==> src/flp_pkg.sv <==
/*
   flp_pkg: constants, timing counts and carrier types of the parallel flash
   host controller.
   assumes: one 125 MHz clock; device pins are registered by the controller.
*/
package flp_pkg;

   // clock rate and bus widths
   localparam int unsigned CLK_MHZ      = 125;
   localparam int unsigned ADDR_W       = 19;
   localparam int unsigned DATA_W       = 8;
   localparam int unsigned SECT_LSB     = 8;
   localparam int unsigned SECT_MSB     = 18;
   localparam int unsigned TOGGLE_BIT   = 6;
   localparam int unsigned SECTOR_BYTES = 256;
   localparam int unsigned CNT_W        = 9;
   localparam int unsigned TMR_W        = 8;
   localparam int unsigned LONG_W       = 24;

   // device timing in its own units
   localparam int unsigned T_ACC_NS     = 120;  // access time, worst grade
   localparam int unsigned T_AS_NS      = 10;   // address and gate setup
   localparam int unsigned T_WP_NS      = 90;   // write pulse width
   localparam int unsigned T_DH_NS      = 10;   // data hold
   localparam int unsigned T_WPH_NS     = 100;  // write pulse high
   localparam int unsigned GATE_HIGH_PULSE_MIN_NS    = 150;  // gate_high_pulse_min
   localparam int unsigned BYTE_LOAD_WINDOW_US     = 150;  // byte_load_window
   localparam int unsigned T_WC_MS      = 10;   // internal_program_period

   // least times round up, longest times round down
   localparam int unsigned ACC_CYC  = (T_ACC_NS * CLK_MHZ + 999) / 1000;
   localparam int unsigned AS_CYC   = (T_AS_NS * CLK_MHZ + 999) / 1000;
   localparam int unsigned WP_CYC   = (T_WP_NS * CLK_MHZ + 999) / 1000;
   localparam int unsigned DH_CYC   = (T_DH_NS * CLK_MHZ + 999) / 1000;
   localparam int unsigned WPH_CYC  = (T_WPH_NS * CLK_MHZ + 999) / 1000;
   localparam int unsigned OEHP_CYC = (GATE_HIGH_PULSE_MIN_NS * CLK_MHZ + 999) / 1000;
   localparam int unsigned BLC_CYC  = BYTE_LOAD_WINDOW_US * CLK_MHZ;
   localparam int unsigned WC_CYC   = T_WC_MS * 1000 * CLK_MHZ;

   // user operations
   typedef enum logic [1:0]
   {
      OP_READ = 2'b00,
      OP_LOAD = 2'b01,
      OP_POLL = 2'b10,
      OP_NONE = 2'b11
   } flp_op_t;

   // answer codes
   typedef enum logic [1:0]
   {
      ERR_NONE    = 2'b00,
      ERR_SECTOR  = 2'b01,
      ERR_TIMEOUT = 2'b10,
      ERR_OP      = 2'b11
   } flp_err_t;

   typedef struct packed
   {
      flp_op_t             op;
      logic [ADDR_W-1:0]   addr;
      logic [DATA_W-1:0]   data;
   } flp_req_t;

   typedef struct packed
   {
      logic                ce_n;
      logic                oe_n;
      logic                we_n;
      logic [ADDR_W-1:0]   addr;
      logic [DATA_W-1:0]   dq;
      logic                dq_oe;
   } flp_pins_t;

   localparam flp_pins_t PINS_IDLE = '{ce_n: 1'b1, oe_n: 1'b1, we_n: 1'b1,
                                       addr: '0, dq: '0, dq_oe: 1'b0};

endpackage

==> src/flp_timer.sv <==
/*
   flp_timer: down counter that times one phase of a bus cycle.
   assumes: start is a one-cycle request; expired is read in the same domain.
*/
`timescale 1ns/1ps
`default_nettype none

module flp_timer
#(
   parameter int unsigned W = 8
)
(
   input  wire logic          mclk,
   input  wire logic          rst_n,
   input  wire logic          start,
   input  wire logic [W-1:0]  start_val,
   output logic               expired
);

   logic [W-1:0] count_reg;
   logic [W-1:0] count_next;

   // load on start, else count down and rest at zero
   always_comb
   begin
      count_next = count_reg;
      if (start)
         count_next = start_val;
      else if (count_reg != '0)
         count_next = count_reg - 1'b1;
   end

   always_ff @(posedge mclk or negedge rst_n)
   begin
      if (!rst_n)
         count_reg <= '0;
      else
         count_reg <= count_next;
   end

   assign expired = (count_reg == '0);

endmodule

`default_nettype wire

==> src/flp_host.sv <==
/*
   flp_host: host-side controller for an asynchronous parallel flash with
   sector programming, software protection and toggle-bit status polling.
   assumes: device pins driven directly from these registers; dq_in is
   synchronous to mclk; command codes are supplied by the user as raw loads.

// Notes on behaviour
// - sector address bits stay the same for every byte load of one sector
// - output gate held high whenever write strobe and chip select are low
// - protection enable must be followed by a full 256-byte sector
// - protected writes: unlock code first, then sector address on each load
// - command words use data bits 7..0 and address bits 14..0
// - status reads pulse the gate, each high pulse meets its minimum
// - all status reads of one poll use one unchanged address
// - next load starts within 150 us of the last, else programming begins
*/
`timescale 1ns/1ps
`default_nettype none

module flp_host
#(
   parameter int unsigned BLC_CYC_P = flp_pkg::BLC_CYC,
   parameter int unsigned WC_CYC_P  = flp_pkg::WC_CYC
)
(
   input  wire logic                          mclk,
   input  wire logic                          rst_n,
   input  wire logic                          req_valid,
   input  wire flp_pkg::flp_req_t             req,
   output logic                               req_ready,
   output logic                               rsp_valid,
   output logic [flp_pkg::DATA_W-1:0]         rsp_data,
   output flp_pkg::flp_err_t                  rsp_err,
   output logic                               load_window_open,
   output logic [flp_pkg::CNT_W-1:0]          load_count,
   output logic                               sector_partial,
   output flp_pkg::flp_pins_t                 pins,
   input  wire logic [flp_pkg::DATA_W-1:0]    dq_in
);
   import flp_pkg::*;

   typedef enum logic [2:0]
   {
      ST_IDLE     = 3'b000,
      ST_RD_ACC   = 3'b001,
      ST_RD_GAP   = 3'b010,
      ST_LD_SET   = 3'b011,
      ST_LD_PULSE = 3'b100,
      ST_LD_HOLD  = 3'b101,
      ST_LD_GAP   = 3'b110
   } flp_state_t;

   localparam logic [LONG_W-1:0] BLC_LAST = LONG_W'(BLC_CYC_P - 1);
   localparam logic [LONG_W-1:0] WC_LIM   = LONG_W'(WC_CYC_P);
   localparam logic [CNT_W-1:0]  FULL_CNT = CNT_W'(SECTOR_BYTES);

   flp_state_t                state_reg,  state_next;
   flp_op_t                   op_reg,     op_next;
   logic [ADDR_W-1:0]         addr_reg,   addr_next;
   logic [DATA_W-1:0]         data_reg,   data_next;
   logic                      fin_reg,    fin_next;
   logic                      first_reg,  first_next;
   logic                      tog_reg,    tog_next;
   logic [LONG_W-1:0]         poll_reg,   poll_next;
   logic [LONG_W-1:0]         win_reg,    win_next;
   logic                      wopen_reg,  wopen_next;
   logic [CNT_W-1:0]          lcnt_reg,   lcnt_next;
   logic                      part_reg,   part_next;
   logic [SECT_MSB:SECT_LSB]  sect_reg,   sect_next;
   logic                      ready_reg,  ready_next;
   logic                      rv_reg,     rv_next;
   logic [DATA_W-1:0]         rd_reg,     rd_next;
   flp_err_t                  err_reg,    err_next;
   flp_pins_t                 pins_reg,   pins_next;
   logic                      tmr_start;
   logic [TMR_W-1:0]          tmr_val;
   logic                      tmr_done;

   // phase timer; every phase loads its cycle count minus one
   flp_timer #(.W(TMR_W)) u_timer
   (
      .mclk      (mclk),
      .rst_n     (rst_n),
      .start     (tmr_start),
      .start_val (tmr_val),
      .expired   (tmr_done)
   );

   // sequencing, load window and status polling
   always_comb
   begin
      state_next = state_reg;
      op_next    = op_reg;
      addr_next  = addr_reg;
      data_next  = data_reg;
      fin_next   = fin_reg;
      first_next = first_reg;
      tog_next   = tog_reg;
      poll_next  = poll_reg;
      win_next   = win_reg;
      wopen_next = wopen_reg;
      lcnt_next  = lcnt_reg;
      part_next  = part_reg;
      sect_next  = sect_reg;
      rv_next    = 1'b0;
      rd_next    = rd_reg;
      err_next   = err_reg;
      tmr_start  = 1'b0;
      tmr_val    = '0;
      // polling gives up after one full program period
      if (op_reg == OP_POLL && state_reg != ST_IDLE && poll_reg != WC_LIM)
         poll_next = poll_reg + 1'b1;
      if (wopen_reg && win_reg == '0)
      begin
         wopen_next = 1'b0;
         // flag a period closed short of a full sector
         part_next  = (lcnt_reg != FULL_CNT);
      end
      else if (wopen_reg)
         win_next = win_reg - 1'b1;
      unique case (state_reg)
         ST_IDLE:
         begin
            if (req_valid && ready_reg)
            begin
               op_next    = req.op;
               // address captured once and held for the whole poll
               addr_next  = req.addr;
               data_next  = req.data;
               first_next = 1'b1;
               fin_next   = 1'b0;
               poll_next  = '0;
               unique case (req.op)
                  OP_READ, OP_POLL:
                  begin
                     state_next = ST_RD_ACC;
                     tmr_start  = 1'b1;
                     tmr_val    = TMR_W'(ACC_CYC - 1);
                  end
                  OP_LOAD:
                  begin
                     // refuse a sector change inside an open period
                     if (wopen_reg && req.addr[SECT_MSB:SECT_LSB] != sect_reg)
                     begin
                        rv_next  = 1'b1;
                        err_next = ERR_SECTOR;
                     end
                     else
                     begin
                        state_next = ST_LD_SET;
                        tmr_start  = 1'b1;
                        tmr_val    = TMR_W'(AS_CYC - 1);
                     end
                  end
                  OP_NONE:
                  begin
                     rv_next  = 1'b1;
                     err_next = ERR_OP;
                  end
               endcase
            end
         end
         ST_RD_ACC:
         begin
            if (tmr_done)
            begin
               state_next = ST_RD_GAP;
               tmr_start  = 1'b1;
               tmr_val    = TMR_W'(OEHP_CYC - 1);
               rd_next    = dq_in;
               first_next = 1'b0;
               tog_next   = dq_in[TOGGLE_BIT];
               if (op_reg == OP_READ)
               begin
                  fin_next = 1'b1;
                  rv_next  = 1'b1;
                  err_next = ERR_NONE;
               end
               // two equal reads of bit 6 mean programming is over
               else if (!first_reg && dq_in[TOGGLE_BIT] == tog_reg)
               begin
                  fin_next = 1'b1;
                  rv_next  = 1'b1;
                  err_next = ERR_NONE;
               end
               else if (poll_reg == WC_LIM)
               begin
                  fin_next = 1'b1;
                  rv_next  = 1'b1;
                  err_next = ERR_TIMEOUT;
               end
            end
         end
         ST_RD_GAP:
         begin
            // gate high for its minimum pulse before the next read
            if (tmr_done)
            begin
               if (fin_reg)
                  state_next = ST_IDLE;
               else
               begin
                  state_next = ST_RD_ACC;
                  tmr_start  = 1'b1;
                  tmr_val    = TMR_W'(ACC_CYC - 1);
               end
            end
         end
         ST_LD_SET:
         begin
            if (tmr_done)
            begin
               state_next = ST_LD_PULSE;
               tmr_start  = 1'b1;
               tmr_val    = TMR_W'(WP_CYC - 1);
            end
         end
         ST_LD_PULSE:
         begin
            if (tmr_done)
            begin
               state_next = ST_LD_HOLD;
               tmr_start  = 1'b1;
               tmr_val    = TMR_W'(DH_CYC - 1);
               // window restarts at the strobe's rising edge
               wopen_next = 1'b1;
               win_next   = BLC_LAST;
               // a short flag raised by a lapse in this same cycle wins over the clear
               if (!(wopen_reg && win_reg == '0))
                  part_next = 1'b0;
               if (wopen_reg && win_reg != '0)
                  lcnt_next = lcnt_reg + 1'b1;
               else
               begin
                  lcnt_next = CNT_W'(1);
                  sect_next = addr_reg[SECT_MSB:SECT_LSB];
               end
            end
         end
         ST_LD_HOLD:
         begin
            if (tmr_done)
            begin
               state_next = ST_LD_GAP;
               tmr_start  = 1'b1;
               tmr_val    = TMR_W'(WPH_CYC - 1);
            end
         end
         ST_LD_GAP:
         begin
            if (tmr_done)
            begin
               state_next = ST_IDLE;
               rv_next    = 1'b1;
               err_next   = ERR_NONE;
            end
         end
         default:
         begin
            state_next = ST_IDLE;
         end
      endcase
      ready_next = (state_next == ST_IDLE);
   end

   // pin levels follow the state being entered
   always_comb
   begin
      pins_next      = PINS_IDLE;
      pins_next.addr = addr_next;
      pins_next.dq   = data_next;
      unique case (state_next)
         ST_IDLE:
         begin
            pins_next.addr = addr_reg;
         end
         ST_RD_ACC:
         begin
            pins_next.ce_n = 1'b0;
            pins_next.oe_n = 1'b0;
         end
         ST_RD_GAP:
         begin
            // polls toggle only the gate, chip select stays low until the last read
            pins_next.ce_n = fin_next;
         end
         ST_LD_SET, ST_LD_HOLD:
         begin
            pins_next.ce_n  = 1'b0;
            pins_next.dq_oe = 1'b1;
         end
         ST_LD_PULSE:
         begin
            // gate stays high while both strobes are low
            pins_next.ce_n  = 1'b0;
            pins_next.we_n  = 1'b0;
            pins_next.dq_oe = 1'b1;
         end
         ST_LD_GAP:
         begin
            pins_next.ce_n = 1'b1;
         end
         default:
         begin
            pins_next = PINS_IDLE;
         end
      endcase
   end

   // state registers
   always_ff @(posedge mclk or negedge rst_n)
   begin
      if (!rst_n)
      begin
         state_reg <= ST_IDLE;
         op_reg    <= OP_NONE;
         addr_reg  <= '0;
         data_reg  <= '0;
         fin_reg   <= 1'b0;
         first_reg <= 1'b1;
         tog_reg   <= 1'b0;
         poll_reg  <= '0;
         win_reg   <= '0;
         wopen_reg <= 1'b0;
         lcnt_reg  <= '0;
         part_reg  <= 1'b0;
         sect_reg  <= '0;
         ready_reg <= 1'b0;
         rv_reg    <= 1'b0;
         rd_reg    <= '0;
         err_reg   <= ERR_NONE;
         pins_reg  <= PINS_IDLE;
      end
      else
      begin
         state_reg <= state_next;
         op_reg    <= op_next;
         addr_reg  <= addr_next;
         data_reg  <= data_next;
         fin_reg   <= fin_next;
         first_reg <= first_next;
         tog_reg   <= tog_next;
         poll_reg  <= poll_next;
         win_reg   <= win_next;
         wopen_reg <= wopen_next;
         lcnt_reg  <= lcnt_next;
         part_reg  <= part_next;
         sect_reg  <= sect_next;
         ready_reg <= ready_next;
         rv_reg    <= rv_next;
         rd_reg    <= rd_next;
         err_reg   <= err_next;
         pins_reg  <= pins_next;
      end
   end

   // command words leave as raw address and data loads
   assign pins             = pins_reg;
   assign req_ready        = ready_reg;
   assign rsp_valid        = rv_reg;
   assign rsp_data         = rd_reg;
   assign rsp_err          = err_reg;
   assign load_window_open = wopen_reg;
   assign load_count       = lcnt_reg;
   assign sector_partial   = part_reg;

endmodule

`default_nettype wire

==> config.mk <==
export PLATFORM = sky130hd
export DESIGN_NAME = flp_host
export DESIGN_NICKNAME = d
export VERILOG_FILES = /design/src/flp_pkg.sv /design/src/flp_timer.sv /design/src/flp_host.sv
export SDC_FILE = /design/constraint.sdc
export NUM_CORES = 1
export LEC_CHECK = 0
export ABC_CLOCK_PERIOD_IN_PS = 3500
export BUFFER_PORTS_ARGS = -buffer_cell sky130_fd_sc_hd__buf_2
export CAP_MARGIN = 5
export CELL_PAD_IN_SITES_DETAIL_PLACEMENT = 1
export CELL_PAD_IN_SITES_GLOBAL_PLACEMENT = 1
export CORE_MARGIN = 1.5
export CORE_UTILIZATION = 40
export CTS_CLUSTER_DIAMETER = 50
export DETAILED_ROUTE_END_ITERATION = 16
export PLACE_DENSITY = 0.76
export SLEW_MARGIN = 20
export SYNTH_ARGS = -nofsm -noshare
export SYNTH_HDL_FRONTEND = slang
export SYNTH_SLANG_ARGS = --single-unit
==> constraint.sdc <==
create_clock -name mclk -period 3.5 [get_ports mclk]
set_input_delay 0.35 -clock mclk [delete_from_list [all_inputs] [get_ports mclk]]
set_output_delay 0.35 -clock mclk [all_outputs]
set_load 0.02 [all_outputs]
Word level (Yosys, flattened, before mapping)

Index checks and enable logic that the tools add are counted.

Register bits: 156
Output and inout bits: 54
Input port bits: 40
Logic and storage cells: 169

Multiplexer cells: 81
Add/subtract/negate cells: 4
Reductions and logical operators: 32
Equal/unequal tests: 27
Bitwise logic cells: 1

Operator list:

| operator                                                | number |
|---|---|
| 2-to-1 mux 24 bit                                       | 7 |
| 2-to-1 mux 8 bit                                        | 5 |
| 2-to-1 mux 19 bit                                       | 2 |
| case mux 19 bit (2 select lines)                        | 1 |
| 2-to-1 mux 1 bit                                        | 31 |
| case mux 5 bit (6 select lines)                         | 1 |
| adder 24 x 1 -> 24 bit, second input constant           | 1 |
| equality test 24 x 21 -> 1 bit, second input constant   | 1 |
| logical NOT 24 bit                                      | 1 |
| 2-to-1 mux 3 bit                                        | 8 |
| inequality test 24 x 21 -> 1 bit, second input constant | 1 |
| nonzero test 24 bit                                     | 1 |
| subtractor 24 x 1 -> 24 bit, second input constant      | 1 |
| case mux 3 bit (7 select lines)                         | 1 |
| 2-to-1 mux 4 bit                                        | 5 |
| equality test 3 bit, second input constant              | 6 |
| 2-to-1 mux 2 bit                                        | 7 |
| equality test 3 x 2 -> 1 bit, second input constant     | 4 |
| inequality test 11 bit                                  | 1 |
| case mux 1 bit (2 select lines)                         | 5 |
| adder 9 x 1 -> 9 bit, second input constant             | 1 |
| 2-to-1 mux 9 bit                                        | 1 |
| inequality test 9 bit, second input constant            | 1 |
| logical NOT 8 bit                                       | 1 |
| 31 further kinds                                        | 51 |

Logic depth before layout (Yosys ltp)

Word-level depth: 9
Gate-level depth with buffers: 10
Gate-level depth less buffers: 8

Modules after synthesis

A second synthesis with hierarchy kept.

Cells, all modules: 697
Area, all modules: 7,121.8 µm²

Modules (own cells, without submodules):

| module    | sequential area each (µm²) | cells each | area each (µm²) | instances |
|---|---|---|---|---|
| flp_host  | 3,686.0                    | 643        | 6,645.1         | 1 |
| flp_timer | 200.2                      | 54         | 476.7           | 1 |

Worst setup path after synthesis

OpenSTA, ideal clock, no wires.

Path type: flip-flop to flip-flop
Start point: register u_timer.count_reg[0]
End point: register sect_reg[15] in the netlist's numbering
Library setup time: 0.125 ns
Period minus slack after synthesis: 2.693 ns
Path slack: 0.807 ns
Cell stages (with the launch flop): 11
Buffers on the path: 3
Data arrival time: 2.568 ns
Required time: 3.375 ns
Path through: dfrtp_1 -> inv_1 -> ha_1 -> or4b_1 -> buf_2 -> or2_1 -> or3_1 -> buf_2 -> nor2_8 -> buf_12 -> mux2_4

Cells in the longest elaborated chain, start to end: 2

Ends and longest elaborated chain:

| item                                 | RTL line        | RTL |
|---|---|---|
| start: declaration                   | flp_timer.sv:20 | `logic [W-1:0] count_reg;` |
| start signal: assignment             | flp_timer.sv:38 | `count_reg <= count_next;` |
| logical NOT 8 bit                    | flp_timer.sv:41 | `assign expired = (count_reg == '0);` |
| AND reduction 3 bit (no source line) | --              |  |
| end signal: assignment               | flp_host.sv:348 | `sect_reg <= sect_next;` |
| end: declaration                     | flp_host.sv:69  | `logic [SECT_MSB:SECT_LSB] sect_reg, sect_next;` |

Every way passes these cells.
A chain may end at the register's enable or synchronous reset.

==> reports/results.ini <==
[cells_and_area]
syn2layout_area_growth_pct = 18.1
final_layout_size_suffix_gt1_share_pct = 24.1
layout.nets = 846
largest_register_ffs = 31
final_cells = 1042
fillers = 2012
final_area_um2 = 8560

[clocking]
cts_root_buf = clkbuf_16
clkTransAtPathRegs_ns = 0.07
clkLatencyLatePin_ns = 0.43
clk_path_buf_depth = 2
cts_tree = yes
postCtsSetupBuffers = 0
cts_sinks = 155
cts.htree.levels = 4
cts_buffers = 17

[outcome]
outcome = completed

[place]
hpwl_um = 13100
preCtsSetupSlack_ns = 0.241
placed_area_um2 = 7940
gp_congestion = 0.837
dp_cells = 1008
port_buffers = 93

[min_path]
min_path_type = in2reg
whs_endpoint = addr_reg[3]
hold-path-cell-count = 3
hp-start = req[11]

[pwr]
worst_ir_drop_vdd_mv = 0.387
leakagePower_uw = 0.00426
p_total_uw = 3800
p_per_area_nw_per_um2 = 443

[global_routing]
grt_pass1_vias = 5990
antenna_found_initial = 0
grt_first_pass_wirelength_um = 30400
gr-total-overflow = 0
grt_start_max_net_pins = 67
grtUsageTotal_pct = 20.9

[floorplan]
core.rowCount = 49
core-area_um2 = 17800
dieArea_um2 = 18900
start_util_pct = 40.6
die_x_um = 138
die_y_um = 138
ios = 94

[route]
ant_nets = 0
drc = 0
routed_wirelength_um = 18500
vias = 5598
via_per_inst = 5.37
wl_per_cell_um = 17.8
first_pass_iters = 4
drtIter0Drc = 283

[flow_run]
cap_violations = 0

[sta]
tightest_slew_ns = 0.740
maxSlewViolCount = 0
hold_viol = 0
min_period_ns = 3.21
slew-limit-headroom_pct = 50.3
finalSetupTns_ns = 0
period_share_pct = 91.7
fin_ws_ns = 0.290
setup_viol = 0
final.setup_skew_ns = 0.0104
rsz0062_at_grt = no
fmax_ghz = 0.312

[worst_setup_path]
critPathSlowestCell = or4b_1
slowest_delay_ns = 0.61
crit_fanout = 20
cp-startpoint = u_timer.count_reg[0]
r2r_end = pins[23]
cp-end-kind = flop
regToRegStartpoint = u_timer.count_reg[0]
worstSetupPathType = reg2reg
r2r_slack_ns = 0.29
arrival_ns = 3.52
critPathLaunchType = flop
crit_required_ns = 3.81
ff2ff_path_depth = 9
path_cells = inv_1, ha_1, or4b_1, or2_4, a31oi_1, o211ai_1, nor3_4, buf_4, mux2_2

[synth]
synth_top_family_by_area = simple AND/OR/NAND/NOR gates
syn_inst = 707
ys_seq_area_share_pct = 53.6
synth-xor-area-share_pct = 5.68
synth_nets = 754
synth_flop_cell = dfrtp_1
synth_compound_area_share_pct = 8.18
synthMuxAreaShare_pct = 6.25
synth-async-reset-ratio_pct = 100
synth_edf_count = 0
synth.distinct_cells = 64
ys_seq_elements = 155
syn-cell-area_um2 = 7250
avgSynthCellArea_um2 = 10.3
synth_fa_ha_area_share_pct = 1.21
synthSimpleGateAreaFrac_pct = 21.9
ys.warnings.count = 0

## worst max-delay path, delay by kind of cell, from the launching register on
kind / cells / cell delay [ns]
fa+ha+maj: 1 / 0.21
compound gates: 2 / 0.45
flops: 1 / 0.43
mux: 1 / 0.38
simple gates: 3 / 1.20
buf+inv: 2 / 0.40
## logic make-up (layout without fill, tap and decap cells)
logic type	count (synthesis)	after routing
multiplexers	39	39
AND/OR/NAND/NOR	319	319
flip-flops	155	155
buffers and inverters	49	154
XOR/XNOR	47	47
AO/OA/AOI/OAI	91	91
adder cells (fa/ha/maj)	7	7
other	0	1
## report_power, final
part	internal, µW	leakage, µW	total (µW)	switching [µW]
clock network	1080	0.000295	1900	824
registers	1800	0.00196	1800	2.41
logic	30.1	0.00201	94.2	64.1
## cells in the mapped netlist, types with 5 or more instances
cell	count	share of area, %
a21oi_1	27	1.9
a31oi_1	7	0.60
and3_1	7	0.60
buf_1	5	0.26
clkbuf_1	19	0.98
dfrtp_1	149	51
dfstp_2	6	2.2
ha_1	7	1.2
inv_1	16	0.83
mux2_2	34	5.3
nand2_1	132	6.8
nand2b_1	10	0.86
nand3_1	20	1.4
nand4_1	9	0.78
nor2_1	51	2.6
nor3_1	19	1.3
nor4_1	7	0.60
nor4b_1	6	0.72
o21ai_0	25	1.7
o31ai_1	6	0.62
or3_1	20	1.7
or4_1	9	0.93
xnor2_1	17	2.1
xor2_1	30	3.6
## metrics by stage
stage	util, %	hold slack (ns)
floorplan	-	0.0544
global placement	44.5	0.379
detailed placement	44.5	0.391
CTS	48.0	0.122
global route	48.0	0.136
finish	48.0	0.133
## cell type report
| class | count | area [µm²] | share of cell area [%] |
|---|---|---|---|
| flip-flops and latches | 155 | 3890 | 45.4 |
| multi-input cells | 503 | 3150 | 36.8 |
| repair buffers | 106 | 572 | 6.68 |
| clock buffers | 17 | 425 | 4.97 |
| well taps | 229 | 287 | 3.35 |
| clock inverters | 15 | 180 | 2.10 |
| inverters | 16 | 60.1 | 0.701 |
| diodes | 1 | 2.50 | 0.0292 |
## worst max-delay path by stage
stage | endpoint | slack (ns)
CTS | pins[24] | 0.21
finish | pins[23] | 0.29
global route | pins[24] | 0.08
floorplan | sect_reg[15] | 0.81
detailed placement | pins[24] | 0.24
global placement | pins[15] | 0.38
## metal layers
metal / track usage, % / routed length (µm)
met5: 0 / 0
met4: 6.37 / 235
met3: 4.16 / 723
met2: 37.6 / 9500
met1: 25.1 / 8090
## repair_timing
action,CTS,global route
resized for setup,0,1
hold buffers,1,0
endpoints found under the setup margin,0,19
hold endpoints to repair,62,0
## layout by cell type, fill, tap and decap left out, types with 10 or more instances in the layout
master     count
dfrtp_1      149
nand2_1      132
buf_2         92
nor2_1        51
mux2_2        34
xor2_1        30
a21oi_1       27
o21ai_0       25
nand3_1       20
or3_1         20
nor3_1        19
xnor2_1       17
clkbuf_16     17
inv_1         16
buf_4         12
nand2b_1      10
Power figures use the tool's default switching activity.
